File: src/common/tsd_pkg.sv
// Constants and types for the trim and swap delay register bank.
// Assumes a 32-bit APB register bus with byte addresses four times the index.
package tsd_pkg;

   ////////////////////////////////////////////////////////////////////////
   // Bus geometry
   localparam int unsigned ADDR_W = 12;
   localparam int unsigned DATA_W = 32;

   // Register indices; byte address is four times the index
   localparam logic [7:0] IDX_TRIM_A = 8'h7E;
   localparam logic [7:0] IDX_TRIM_B = 8'h7F;
   localparam logic [7:0] IDX_TRIM_C = 8'h80;
   localparam logic [7:0] IDX_TRIM_D = 8'h81;
   localparam logic [7:0] IDX_OVL_DLY = 8'h9A;
   localparam logic [7:0] IDX_STEER_DLY = 8'h9B;
   localparam logic [7:0] IDX_STATUS = 8'hA0;

   ////////////////////////////////////////////////////////////////////////
   // Field widths and reset values
   localparam int unsigned NUM_CH = 4;
   localparam int unsigned TRIM_W = 8;
   localparam int unsigned DLY_W = 5;
   localparam int unsigned CNT_W = 7;
   localparam logic [7:0] TRIM_RESET = 8'h00;
   localparam logic [4:0] OVL_RESET = 5'h08;
   localparam logic [4:0] STEER_RESET = 5'h07;

   // Fixed part of the overlap, in converter clock cycles
   localparam logic [6:0] OVL_BASE_CYC = 7'h04;

   // Status register bit positions
   localparam int unsigned ST_OVERLAP = 0;
   localparam int unsigned ST_STEER = 1;
   localparam int unsigned ST_BUSY = 2;
   localparam int unsigned ST_CAL_WR = 3;
   localparam int unsigned ST_FUSE_PEND = 4;

   // Swap sequencer states
   typedef enum logic {TSD_IDLE, TSD_OVERLAP} tsd_swap_e;

endpackage : tsd_pkg

File: src/common/tsd_swap_if.sv
// Link between the register bank and its swap sequencer.
// Assumes both ends run on the same converter clock.
`timescale 1ns/100ps
interface tsd_swap_if;
   logic swap_start;
   logic [4:0] ovl_dly;
   logic [4:0] steer_dly;
   logic overlap_active;
   logic steer_sel;
   logic busy;

   modport ctrl (
      output swap_start,
      output ovl_dly,
      output steer_dly,
      input overlap_active,
      input steer_sel,
      input busy
   );

   modport timer (
      input swap_start,
      input ovl_dly,
      input steer_dly,
      output overlap_active,
      output steer_sel,
      output busy
   );
endinterface : tsd_swap_if

File: src/logic/tsd_swap_timer.sv
// Background core swap sequencer: overlap window and delayed steering select.
// Assumes swap requests and delays come from logic on the same clock.
`timescale 1ns/100ps
module tsd_swap_timer
   import tsd_pkg::*;
(
   input wire logic pclk,
   input wire logic presetn,
   tsd_swap_if.timer sw
);

   tsd_swap_e state;
   tsd_swap_e next_state;
   logic [6:0] ovl_cnt;
   logic [6:0] next_ovl_cnt;
   logic [6:0] ovl_len;
   logic [6:0] next_ovl_len;
   logic steer_pend;
   logic next_steer_pend;
   logic [4:0] steer_cnt;
   logic [4:0] next_steer_cnt;
   logic steer_sel;
   logic next_steer_sel;
   logic start_ok;
   logic [6:0] run_cnt;

   // A new swap only starts once the previous one has fully finished
   assign start_ok = sw.swap_start && (state == TSD_IDLE) && !steer_pend;

   ////////////////////////////////////////////////////////////////////////
   // Next-state logic for the overlap window and steering delay
   always_comb
   begin
      next_state = state;
      next_ovl_cnt = ovl_cnt;
      next_ovl_len = ovl_len;
      next_steer_pend = steer_pend;
      next_steer_cnt = steer_cnt;
      next_steer_sel = steer_sel;
      case (state)
         TSD_IDLE:
         begin
            if (start_ok)
            begin
               // Delays sampled here, so late writes cannot cut a swap
               next_ovl_len = 7'(OVL_BASE_CYC
                  + {1'b0, sw.ovl_dly, 1'b0});
               next_ovl_cnt = 7'(next_ovl_len - 7'h01);
               next_state = TSD_OVERLAP;
            end
         end
         TSD_OVERLAP:
         begin
            if (ovl_cnt == 7'h00)
               next_state = TSD_IDLE;
            else
               next_ovl_cnt = 7'(ovl_cnt - 7'h01);
         end
         default:
            next_state = TSD_IDLE;
      endcase
      // Steering select moves only as part of a swap
      if (start_ok)
      begin
         next_steer_pend = 1'b1;
         next_steer_cnt = sw.steer_dly;
      end
      else if (steer_pend)
      begin
         if (steer_cnt == 5'h00)
         begin
            next_steer_pend = 1'b0;
            next_steer_sel = !steer_sel;
         end
         else
            next_steer_cnt = 5'(steer_cnt - 5'h01);
      end
   end

   // Registers of the sequencer
   always_ff @(posedge pclk or negedge presetn)
   begin
      if (!presetn)
      begin
         state <= TSD_IDLE;
         ovl_cnt <= 7'h00;
         ovl_len <= 7'h00;
         steer_pend <= 1'b0;
         steer_cnt <= 5'h00;
         steer_sel <= 1'b0;
      end
      else
      begin
         state <= next_state;
         ovl_cnt <= next_ovl_cnt;
         ovl_len <= next_ovl_len;
         steer_pend <= next_steer_pend;
         steer_cnt <= next_steer_cnt;
         steer_sel <= next_steer_sel;
      end
   end

   assign sw.overlap_active = (state == TSD_OVERLAP);
   assign sw.steer_sel = steer_sel;
   assign sw.busy = (state != TSD_IDLE) || steer_pend;

   ////////////////////////////////////////////////////////////////////////
   // Helper: length of the current overlap run
   always_ff @(posedge pclk or negedge presetn)
   begin
      if (!presetn)
         run_cnt <= 7'h00;
      else if (sw.overlap_active)
         run_cnt <= 7'(run_cnt + 7'h01);
      else
         run_cnt <= 7'h00;
   end

   overlap_len_a: assert property (@(posedge pclk)
      disable iff (!presetn)
      $fell(sw.overlap_active) |-> run_cnt == ovl_len)
      else $error("overlap window length wrong");

   overlap_start_a: assert property (@(posedge pclk)
      disable iff (!presetn)
      start_ok |=> sw.overlap_active
         && ovl_len == 7'(OVL_BASE_CYC + {1'b0, $past(sw.ovl_dly), 1'b0}))
      else $error("overlap did not start with programmed length");

   steer_only_swap_a: assert property (@(posedge pclk)
      disable iff (!presetn)
      $changed(steer_sel) |-> $past(steer_pend) && $past(steer_cnt) == 5'h00)
      else $error("steering select moved outside its delayed swap slot");

endmodule : tsd_swap_timer

File: src/logic/tsd_regs.sv
// Trim and swap delay register bank with APB slave and swap sequencer.
// Assumes fuse data, calibration enable and swap requests are synchronous
// to pclk; the fuse storage raises fuse_valid once its codes are stable.
//
// Function
// - Four 8-bit read/write per-channel termination trims
// - Trims load fuse values after reset, writable
// - Overlap lasts four plus twice delay cycles
// - Overlap delay field bits 4:0, resets to 8
// - Steering delay field bits 4:0, resets to 7
// - Steering delay applies to select, swaps only
`timescale 1ns/100ps
module tsd_regs
   import tsd_pkg::*;
(
   input wire logic pclk,
   input wire logic presetn,
   input wire logic psel,
   input wire logic penable,
   input wire logic pwrite,
   input wire logic [11:0] paddr,
   input wire logic [31:0] pwdata,
   output logic [31:0] prdata,
   output logic pready,
   output logic pslverr,
   input wire logic fuse_valid,
   input wire logic [3:0][7:0] fuse_trim_codes,
   input wire logic cal_en,
   input wire logic swap_start,
   output logic [3:0][7:0] term_trim_codes,
   output logic overlap_active,
   output logic steer_sel
);

   ////////////////////////////////////////////////////////////////////////
   // Address decoding helpers
   function automatic logic [7:0] reg_index(input logic [11:0] addr);
      reg_index = addr[9:2];
   endfunction : reg_index

   function automatic logic is_mapped(input logic [11:0] addr);
      logic [7:0] idx;
      idx = addr[9:2];
      is_mapped = (addr[11:10] == 2'b00) && (addr[1:0] == 2'b00)
         && ((idx >= IDX_TRIM_A && idx <= IDX_TRIM_D)
            || idx == IDX_OVL_DLY || idx == IDX_STEER_DLY
            || idx == IDX_STATUS);
   endfunction : is_mapped

   logic wr_en;
   logic rd_setup;
   logic [7:0] wr_idx;
   logic fuse_pend;
   logic next_fuse_pend;
   logic fuse_load;
   logic [4:0] ovl_dly;
   logic [4:0] next_ovl_dly;
   logic [4:0] steer_dly;
   logic [4:0] next_steer_dly;
   logic cal_wr_flag;
   logic next_cal_wr_flag;
   logic [31:0] next_prdata;
   logic [31:0] status_word;
   logic [7:0] trim [NUM_CH];
   logic [7:0] next_trim [NUM_CH];
   logic boot;

   tsd_swap_if sw ();

   ////////////////////////////////////////////////////////////////////////
   // APB strobes; zero wait states, read data staged in the setup cycle
   assign pready = 1'b1;
   assign wr_en = psel && penable && pwrite && is_mapped(paddr);
   assign rd_setup = psel && !penable && !pwrite;
   assign wr_idx = reg_index(paddr);
   // Unmapped or misaligned accesses answer with an error, nothing changes
   assign pslverr = psel && penable && !is_mapped(paddr);

   ////////////////////////////////////////////////////////////////////////
   // Fuse load: one shot after reset, in the first cycle that fuse_valid is seen
   assign fuse_load = fuse_pend && fuse_valid;

   always_comb
   begin
      next_fuse_pend = fuse_pend;
      if (fuse_load)
         next_fuse_pend = 1'b0;
   end

   // Pending flag set by reset, not by the fuse port, as reset takes constants
   always_ff @(posedge pclk or negedge presetn)
   begin
      if (!presetn)
         fuse_pend <= 1'b1;
      else
         fuse_pend <= next_fuse_pend;
   end

   ////////////////////////////////////////////////////////////////////////
   // Per-channel termination trims
   generate
      for (genvar ch = 0; ch < NUM_CH; ch++)
      begin : g_trim
         localparam logic [7:0] CH_IDX = 8'(IDX_TRIM_A + 8'(ch));

         // Fuse load takes priority so a write in that cycle is dropped
         always_comb
         begin
            next_trim[ch] = trim[ch];
            if (fuse_load)
               next_trim[ch] = fuse_trim_codes[ch];
            else if (wr_en && wr_idx == CH_IDX)
               next_trim[ch] = pwdata[7:0];
         end

         always_ff @(posedge pclk or negedge presetn)
         begin
            if (!presetn)
               trim[ch] <= TRIM_RESET;
            else
               trim[ch] <= next_trim[ch];
         end

         assign term_trim_codes[ch] = trim[ch];
      end
   endgenerate

   ////////////////////////////////////////////////////////////////////////
   // Swap delay fields and the calibration-write status flag
   always_comb
   begin
      next_ovl_dly = ovl_dly;
      next_steer_dly = steer_dly;
      next_cal_wr_flag = cal_wr_flag;
      // Clear first so a new event in the same cycle still sets it
      if (wr_en && wr_idx == IDX_STATUS && pwdata[ST_CAL_WR])
         next_cal_wr_flag = 1'b0;
      if (wr_en && wr_idx == IDX_OVL_DLY)
      begin
         next_ovl_dly = pwdata[4:0];
         if (cal_en)
            next_cal_wr_flag = 1'b1;
      end
      // Reserved bits 7:5 are not stored and read back as zero
      if (wr_en && wr_idx == IDX_STEER_DLY)
         next_steer_dly = pwdata[4:0];
   end

   always_ff @(posedge pclk or negedge presetn)
   begin
      if (!presetn)
      begin
         ovl_dly <= OVL_RESET;
         steer_dly <= STEER_RESET;
         cal_wr_flag <= 1'b0;
      end
      else
      begin
         ovl_dly <= next_ovl_dly;
         steer_dly <= next_steer_dly;
         cal_wr_flag <= next_cal_wr_flag;
      end
   end

   ////////////////////////////////////////////////////////////////////////
   // Read data, registered in the setup cycle
   always_comb
   begin
      status_word = 32'h0000_0000;
      status_word[ST_OVERLAP] = sw.overlap_active;
      status_word[ST_STEER] = sw.steer_sel;
      status_word[ST_BUSY] = sw.busy;
      status_word[ST_CAL_WR] = cal_wr_flag;
      status_word[ST_FUSE_PEND] = fuse_pend;
   end

   always_comb
   begin
      next_prdata = prdata;
      if (rd_setup)
      begin
         next_prdata = 32'h0000_0000;
         if (is_mapped(paddr))
         begin
            case (reg_index(paddr))
               IDX_TRIM_A: next_prdata[7:0] = trim[0];
               IDX_TRIM_B: next_prdata[7:0] = trim[1];
               IDX_TRIM_C: next_prdata[7:0] = trim[2];
               IDX_TRIM_D: next_prdata[7:0] = trim[3];
               IDX_OVL_DLY: next_prdata[4:0] = ovl_dly;
               IDX_STEER_DLY: next_prdata[4:0] = steer_dly;
               IDX_STATUS: next_prdata = status_word;
               default: next_prdata = 32'h0000_0000;
            endcase
         end
      end
   end

   always_ff @(posedge pclk or negedge presetn)
   begin
      if (!presetn)
         prdata <= 32'h0000_0000;
      else
         prdata <= next_prdata;
   end

   ////////////////////////////////////////////////////////////////////////
   // Swap sequencer; swaps only start with calibration enabled
   assign sw.swap_start = swap_start && cal_en;
   assign sw.ovl_dly = ovl_dly;
   assign sw.steer_dly = steer_dly;

   tsd_swap_timer u_swap (
      .pclk(pclk),
      .presetn(presetn),
      .sw(sw)
   );

   assign overlap_active = sw.overlap_active;
   assign steer_sel = sw.steer_sel;

   ////////////////////////////////////////////////////////////////////////
   // Helper: marks the first clock after reset release
   always_ff @(posedge pclk or negedge presetn)
   begin
      if (!presetn)
         boot <= 1'b1;
      else
         boot <= 1'b0;
   end

   delay_reset_a: assert property (@(posedge pclk)
      disable iff (!presetn)
      boot |-> ovl_dly == OVL_RESET && steer_dly == STEER_RESET)
      else $error("delay fields not at reset values");

   fuse_load_a: assert property (@(posedge pclk)
      disable iff (!presetn)
      fuse_load |=> term_trim_codes == $past(fuse_trim_codes) && !fuse_pend)
      else $error("trims did not take fuse codes");

   trim_write_a: assert property (@(posedge pclk)
      disable iff (!presetn)
      (wr_en && !fuse_load && wr_idx == IDX_TRIM_C)
         |=> term_trim_codes[2] == $past(pwdata[7:0]))
      else $error("trim write lost");

   delay_read_a: assert property (@(posedge pclk)
      disable iff (!presetn)
      (rd_setup && paddr == {2'b00, IDX_STEER_DLY, 2'b00})
         ##1 (psel && penable) |-> prdata == {27'h000_0000, steer_dly})
      else $error("steering delay read wrong");

   cal_flag_a: assert property (@(posedge pclk)
      disable iff (!presetn)
      (wr_en && wr_idx == IDX_OVL_DLY && cal_en) |=> cal_wr_flag)
      else $error("overlap write under calibration not flagged");

   ////////////////////////////////////////////////////////////////////////
   // Refused accesses must leave every register alone, fuse load aside
   err_no_write_a: assert property (@(posedge pclk)
      disable iff (!presetn)
      (psel && penable && !is_mapped(paddr) && !fuse_load)
         |=> $stable(term_trim_codes) && $stable(ovl_dly)
            && $stable(steer_dly))
      else $error("refused access changed a register");

   pslverr_align_a: assert property (@(posedge pclk)
      disable iff (!presetn)
      (psel && penable && paddr[1:0] != 2'b00) |-> pslverr)
      else $error("misaligned access not refused");

   trim_read_a: assert property (@(posedge pclk)
      disable iff (!presetn)
      (rd_setup && paddr == {2'b00, IDX_TRIM_A, 2'b00})
         |=> prdata == {24'h00_0000, $past(term_trim_codes[0])})
      else $error("trim read wrong");

   // Guards against the trims changing without a fuse load or a register write
   trim_hold_a: assert property (@(posedge pclk)
      disable iff (!presetn)
      (!fuse_load && !wr_en) |=> $stable(term_trim_codes))
      else $error("trims changed without load or write");

   ovl_write_a: assert property (@(posedge pclk)
      disable iff (!presetn)
      (wr_en && wr_idx == IDX_OVL_DLY) |=> ovl_dly == $past(pwdata[4:0]))
      else $error("overlap delay write lost");

   ovl_read_a: assert property (@(posedge pclk)
      disable iff (!presetn)
      (rd_setup && paddr == {2'b00, IDX_OVL_DLY, 2'b00})
         |=> prdata == {27'h000_0000, $past(ovl_dly)})
      else $error("overlap delay read wrong");

   steer_write_a: assert property (@(posedge pclk)
      disable iff (!presetn)
      (wr_en && wr_idx == IDX_STEER_DLY) |=> steer_dly == $past(pwdata[4:0]))
      else $error("steering delay write lost");

   // Swaps open only from idle and only with calibration on
   swap_start_a: assert property (@(posedge pclk)
      disable iff (!presetn)
      (swap_start && cal_en && !sw.busy) |=> overlap_active)
      else $error("accepted swap request did not open overlap");

   no_cal_swap_a: assert property (@(posedge pclk)
      disable iff (!presetn)
      (!cal_en && !sw.busy) |=> !overlap_active)
      else $error("overlap opened with calibration off");

endmodule : tsd_regs

File: config.mk
export PLATFORM = sky130hd
export DESIGN_NAME = tsd_regs
export DESIGN_NICKNAME = d
export VERILOG_FILES = /design/src/common/tsd_pkg.sv /design/src/common/tsd_swap_if.sv /design/src/logic/tsd_swap_timer.sv /design/src/logic/tsd_regs.sv
export SDC_FILE = /design/constraint.sdc
export NUM_CORES = 1
export LEC_CHECK = 0
export BUFFER_PORTS_ARGS = -buffer_cell sky130_fd_sc_hd__buf_4
export CORE_MARGIN = 5
export CORE_UTILIZATION = 50
export CTS_CLUSTER_SIZE = 28
export DETAILED_ROUTE_END_ITERATION = 10
export GPL_TIMING_DRIVEN = 0
export PLACE_DENSITY = 0.82
export SKIP_CTS_REPAIR_TIMING = 1
export SYNTH_ARGS = -nofsm -noshare
export SYNTH_HDL_FRONTEND = slang
export SYNTH_HIERARCHICAL = 1
export SYNTH_SLANG_ARGS = --single-unit
File: constraint.sdc
create_clock -name pclk -period 5.35 [get_ports pclk]
set_input_delay 1.3375 -clock pclk [delete_from_list [all_inputs] [get_ports pclk]]
set_output_delay 1.3375 -clock pclk [all_outputs]
set_load 0.01 [all_outputs]
==> impl_results.md, run 1 <==
* Status: finished, final reports clean
* Final GP Congestion at 0.8840
* P&R area growth vs syn at 29.99%
* Clock buffer depth at 2
* Starting DRT DRC Count at 194
* Clock power share at between 30% and 40%
* Comb pwr share at 24.3%
* Dominant cell type by area after synthesis: dfrtp_1
* Wire per inst at 17.09 µm
* Post-route DRC violation count at 0
* Final HPWL DP at 8127 µm
* Unrepaired setup endpoints after global routing: false
* Final Hold Viols at 0
* FFs w/ async S/R, synth at 100.0%
* Post-synthesis sequential area ratio at 42.96%
* Slew Limit Fails at 0
* Total track usage at 22.52%
* Worst min path class: reg -> reg
* Drt first pass iters at 5
* Max-Cap Viols at 0
* Worst setup SP type: input port
* Die area at 9705 µm²
* Relative slew slack at between 20% and 30%
* Crit. Startpoint: paddr[4]
* Drt total wl at 10730 µm
* Pint at 0.9503 mW
* Sw Share at 31.26%
* Synth warn at 6
* Fin Setup TNS at 0 ps
* Clk sink count at 67
* Hold Crit Start: prdata[3]
* Post-synth EDFFs at 0
* Share of cells above drive strength 1 at 33.46%
* Final period utilization at between 70% and 80%
* Vias in the first global route at ~3.4k
* Avg Inst Size Synth at about 10 µm²
* Peak supply drop at 0.1280 mV
* ANT cells at 0
* WP data required at 4010 ps
* TritonCTS clock tree: done
* Worst Path Max Fanout at 7
* Psw at about 0.43 mW
* Skew-Pair Late Insertion Delay at 340 ps
* Cell Area, Synth at 3918 µm²
* Vias at 3452
* Vias per inst at 5.497
* Total grt overflow at 0
* FF-to-FF Start: u_swap/ovl_cnt[0]
* Main synth FF type: dfrtp_1
* Data arrival, critical path at between 2000 and 3000 ps
* FF+latch count, synth at between 60 and 70
* Largest net degree at the start of global routing at 68
* Yosys top cell area share at 39.60%
* Cell count after synthesis at ~390
* Final #Nets at 609
* Layout Skew at 10.32 ps
* Final WS setup at 1320 ps
* IO buf count at 101
* # rows at 32
* Clk slew on worst S/H paths at approximately 80 ps
* Inserted Clock Buffers at 9
* P_leak at 2.755 nW
* Core Area at 7687 µm²
* Fmax at 248.1 MHz
* Area contributors post-synth: dfrtp_1, mux2i_1, a21oi_1
* CTS H-tree lvls at 3
* Seq pwr share at 44.5%
* Least-Margin Pin Slew at about 1100 ps
* Initial Util at between 50 and 60%
* Critical path capture point type: output pin
* Die Height at 98.52 µm
* DRT antenna net count at 0
* Total chip power at roughly 1.4 mW
* Die width at 98.52 µm
* Initial antenna violation count at 0
* Post-synth cell types at 57
* Pre-CTS setup slack at 1333 ps
* First-pass GRT wire length at 17630 µm
* Min Tclk post-route at 4030 ps
* Setup Crit Path Kind: in -> out
* Final Setup Violations at 0
* Hold Slack at 489.6 ps
* I/O pin count at 152
* Cell Pwr Density at 271.5 nW/µm²
* Clock Tree Root: clkbuf_8
-- cell type report --
class	count	area, µm²
plain buffers	40	256.5
clock inverters	6	65.06
fillers	640	2595
inverters	7	26.28
repair buffers	101	758.2
multi-input cells	295	2038
clock buffers	10	137.6
well taps	102	127.6
flip-flops and latches	67	1683
-- synth_stat cells (2+ instances only) --
master and number:
nor2_1 39, conb_1 2, inv_1 7, a211oi_1 2, buf_2 4, xnor2_1 2
mux2i_1 56, o22a_1 3, and3_1 2, and4_1 2, dfstp_2 5, nor3_1 5
a22oi_1 5, nand2_1 26, nor4b_4 2, xor2_1 3, nand4b_1 2, nor2b_1 2
clkbuf_1 8, ha_1 4, a21bo_2 2, o21ai_0 16, nand4_2 4, buf_4 25
a21oi_1 39, and4b_1 2, o22ai_1 5, dfrtp_1 62, buf_1 2, o2bb2ai_1 5
mux2_4 5, or4b_1 2, mux2_2 6, nand3b_1 2, nand3_1 6
-- kinds of logic (layout without fill, tap and decap cells) --
| family | after synthesis | count (layout) | synth area share [%] |
|---|---|---|---|
| simple gates | 110 | 110 | 16.29 |
| xor+xnor | 5 | 5 | 1.118 |
| other cells | 2 | 25 | 0.1917 |
| compound gates | 84 | 84 | 13.00 |
| flops | 67 | 67 | 42.96 |
| fa+ha+maj | 4 | 4 | 1.278 |
| mux | 67 | 67 | 17.95 |
| buf+inv | 47 | 164 | 7.218 |
-- through the flow --
| step | utilization (%) | cells | area [µm²] |
|---|---|---|---|
| 2_1_floorplan | - | 409 | 4004 |
| 5_1_grt | 66.24 | 628 | 5092 |
| 6_report | 66.24 | 628 | 5092 |
| 4_1_cts | 66.24 | 628 | 5092 |
| 3_3_place_gp | 63.61 | 612 | 4890 |
| 3_5_place_dp | 63.61 | 612 | 4890 |
-- power by group through the flow --
stage          clock network (mW)  logic (mW)  registers [mW]
2_1_floorplan                   0       0.222           0.610
6_report                    0.432       0.336           0.615
3_5_place_dp                    0       0.336           0.622
3_3_place_gp                    0       0.319           0.618
5_1_grt                     0.458       0.377           0.622
4_1_cts                     0.437       0.335           0.613
-- cells in the final DEF (no fill, tap or decap), drive strengths merged, types with 2 or more instances in the layout --
cell type	n
o2bb2ai	5
dfstp	5
mux2	11
nand4	5
and4b	2
a21bo	2
and3	2
nor4	2
conb	25
o21ai	16
inv	7
nand4b	2
or2	2
a22oi	5
o22a	3
nor4b	4
nor3	5
o22ai	5
dfrtp	62
buf	133
mux2i	56
or4b	2
nor2	39
a21oi	39
clkinv	4
clkbuf	18
and4	2
nand2	26
xnor2	2
nor2b	2
nand3	6
xor2	3
a211oi	2
ha	4
nand3b	3
-- per-layer routing --
metal | part of all wire [%] | routed length, µm | GRT usage (%) | vias to the layer above
li1 | - | - | - | 1618
met3 | 8.3 | 886 | 5.591 | 22
met1 | 43 | 4562 | 30.86 | 1659
met5 | 0 | 0 | 0 | -
met4 | 2.4 | 257 | 8.718 | 0
met2 | 47 | 5024 | 34.48 | 153
-- worst max-delay path: stages --
cell	delay, ps
buf_4	130
or4b_1	500
buf_2	200
a21bo_2	220
nand2_1	60
a21oi_1	70
buf_4	180
-- flip-flops by register name (all words and copies together) (netlist names) --
name and count:
term_trim_codes 32, prdata 8, u_swap/ovl_cnt 7, ovl_dly 5, steer_dly 5, u_swap/steer_cnt 5
cal_wr_flag 1, fuse_pend 1, u_swap/steer_pend 1, u_swap/sw.overlap_active 1, u_swap/sw.steer_sel 1
-- final timing paths --
kind,slack (ps),end,cells after the start
setup / recovery,1320,pslverr,7
hold / removal,490,prdata[3],2
setup reg to reg,3510,u_swap/ovl_cnt[5],6
hold reg to reg,490,prdata[3],2
max in group asynchronous,3700,u_swap/steer_cnt[2],1
min in group asynchronous,1080,u_swap/ovl_cnt[1],1
Power figures use the tool's default switching activity.
==> run 2, diff against run 1 <==
--- a/config.mk
+++ b/config.mk
@@ -7,11 +7,11 @@
 export LEC_CHECK = 0
 export BUFFER_PORTS_ARGS = -buffer_cell sky130_fd_sc_hd__buf_4
 export CORE_MARGIN = 5
-export CORE_UTILIZATION = 50
+export CORE_UTILIZATION = 45
 export CTS_CLUSTER_SIZE = 28
 export DETAILED_ROUTE_END_ITERATION = 10
 export GPL_TIMING_DRIVEN = 0
-export PLACE_DENSITY = 0.82
+export PLACE_DENSITY = 0.78
 export SKIP_CTS_REPAIR_TIMING = 1
 export SYNTH_ARGS = -nofsm -noshare
 export SYNTH_HDL_FRONTEND = slang
==> constraint.sdc (replaced) <==
create_clock -name pclk -period 3.3 [get_ports pclk]
set_input_delay 0.825 -clock pclk [delete_from_list [all_inputs] [get_ports pclk]]
set_output_delay 0.825 -clock pclk [all_outputs]
set_load 0.01 [all_outputs]
==> run 2 against run 1 <==
Against the previous run: setup slack worse by 1000 ps; design area increased by 0.54%; largest power group unchanged; clock skew grew 0.93 ps; clock power up 79%; routed wire length is 2.1% higher; flip-flop and latch count is the same; total power up 67%.
==> impl_results.md, run 2 (synthesis results as in run 1) <==
* Status: finished, final reports clean (unchanged)
* Fin Setup TNS at 0 ps (unchanged)
* Final Setup Violations at 0 (unchanged)
* Most common cell after layout, fill and taps aside: buf_4 (unchanged)
* Total track usage at 20.51% (was 22.52%)
* Least-Margin Pin Slew at 999.1 ps (was 1086 ps)
* Slew Limit Fails at 0 (unchanged)
* Cell Pwr Density at 451.9 nW/µm² (was 271.5 nW/µm²)
* Die width at 103.3 µm (was 98.52 µm)
* Sw Share at 30.72% (was 31.26%)
* Total grt overflow at 0 (unchanged)
* IO buf count at 101 (unchanged)
* Layout Skew at 11.25 ps (was 10.32 ps)
* Final WS setup at 275.8 ps (was 1320 ps)
* ANT cells at 0 (unchanged)
* Dpl cells at 618 (was 612)
* Max FFs per register at 32 (unchanged)
* Vias in the first global route at 3386 (was 3449)
* Unrepaired setup endpoints after global routing: false (unchanged)
* Final HPWL DP at 8445 µm (was 8127 µm)
* Worst Path Max Fanout at 7 (unchanged)
* Most frequent cells in the layout: buf_4, dfrtp_1, mux2i_1 (unchanged)
* P_leak at 2.763 nW (was 2.755 nW)
* Vias at 3401 (was 3452)
* Die area at 10670 µm² (was 9705 µm²)
* Met2 wire len at 5205 µm (was 5024 µm)
* Fillers at 754 (was 640)
* Initial antenna violation count at 0 (unchanged)
* CTS H-tree lvls at 3 (unchanged)
* Fmax at 330.7 MHz
* # rows at 34 (was 32)
* M1 WL at 4524 µm (was 4562 µm)
* Initial Util at 45.59% (was 50.96%)
* TritonCTS clock tree: done (unchanged)
* Vias per inst at 5.364 (was 5.497)
* Pint at 1.603 mW (was 0.9503 mW)
* Seq pwr share at 42.9% (was 44.5%)
* Hold Slack at 494.2 ps (was 489.6 ps)
* Clk sink count at 67 (unchanged)
* Final #Nets at 609 (unchanged)
* Drt first pass iters at 5 (unchanged)
* Cell Count, Final, Fillers Out at 634 (was 628)
* Data arrival, critical path at 2200 ps (was 2690 ps)
* Worst setup SP type: input port (unchanged)
* Hold path cells at 2 (unchanged)
* Clk slew on worst S/H paths at 80 ps (about the same)
* First-pass GRT wire length at 16830 µm (was 17630 µm)
* Worst min path class: reg -> reg (unchanged)
* Final instance area at 5120 µm² (was 5092 µm²)
* Clock Tree Root: clkbuf_8 (unchanged)
* Wire per inst at 17.28 µm (was 17.09 µm)
* Wire length on met3 at 938 µm (was 886 µm)
* Peak supply drop at 0.1879 mV (was 0.1280 mV)
* Min Tclk post-route at 3024 ps
* Final Hold Viols at 0 (unchanged)
* Inserted Clock Buffers at 9 (unchanged)
* Comb pwr share at 23.6% (was 24.3%)
* Clock power share at 33.5% (was 31.2%)
* Setup Crit Path Kind: in -> out (unchanged)
* Final core occ at 59.58% (was 66.24%)
* Top sig layer: met4 (unchanged)
* Post-route DRC violation count at 0 (unchanged)
* Core Area at 8593 µm² (was 7687 µm²)
* Final GP Congestion at 0.8798 (was 0.8840)
* Die Height at 103.3 µm (was 98.52 µm)
* Clock buffer depth at 2 (unchanged)
* DRT antenna net count at 0 (unchanged)
* Skew-Pair Late Insertion Delay at 340 ps (about the same)
* Total chip power at 2.314 mW (was 1.382 mW)
* Placed inst area at 4897 µm² (was 4890 µm²)
* Final period utilization at between 90% and 100%
* R2R cell count at 6 (unchanged)
* Pre-CTS setup slack at 270.7 ps (was 1333 ps)
* P&R area growth vs syn at 30.69% (was 29.99%)
* Drt total wl at 10960 µm (was 10730 µm)
* Critical path capture point type: output pin (unchanged)
* Largest net degree at the start of global routing at 68 (unchanged)
* Relative slew slack at 32.46% (was 26.56%)
* Share of cells above drive strength 1 at 33.46% (unchanged)
* Starting DRT DRC Count at 216 (was 194)
* Psw at 0.7107 mW (was 0.4321 mW)
* I/O pin count at 152 (unchanged)
* Max-Cap Viols at 0 (unchanged)
* WP data required at 2470 ps (was 4010 ps)
-- run 2: layer usage --
metal	vias up	track usage [%]
met3	26	4.963
met5	-	0
li1	1611	-
met2	158	32.07
met1	1606	27.88
met4	0	7.271
-- run 2: worst paths after layout --
| kind | startpoint | slack [ps] | to |
|---|---|---|---|
| worst max-delay path | paddr[4] | 280 | pslverr |
| worst min-delay path | prdata[6] | 490 | prdata[6] |
| worst max register to register | u_swap/ovl_cnt[0] | 1430 | u_swap/ovl_cnt[5] |
| worst min register to register | prdata[6] | 490 | prdata[6] |
| max in group asynchronous | presetn | 2170 | term_trim_codes[26] |
| min in group asynchronous | presetn | 580 | u_swap/ovl_cnt[1] |
-- run 2: cell type report --
class	instances	area, µm²	area share, %
multi-input cells	295	2038	39.81
flip-flops and latches	67	1683	32.87
repair buffers	101	758.2	14.81
plain buffers	40	256.5	5.010
well taps	108	135.1	2.639
clock buffers	9	123.9	2.419
clock inverters	7	98.84	1.931
inverters	7	26.28	0.5132
-- run 2: critical path, stage by stage --
cell	delay [ps]
buf_4	130
or4b_1	510
buf_2	200
a21bo_2	210
nand2_1	60
a21oi_1	70
buf_4	180
-- run 2: power groups by stage --
stage	Sequential [mW]	Clock, mW	Combinational, mW
6_report	0.992	0.774	0.547
4_1_cts	0.993	0.777	0.547
2_1_floorplan	0.990	0	0.359
3_3_place_gp	1.00	0	0.518
3_5_place_dp	1.01	0	0.546
5_1_grt	1.01	0.827	0.605
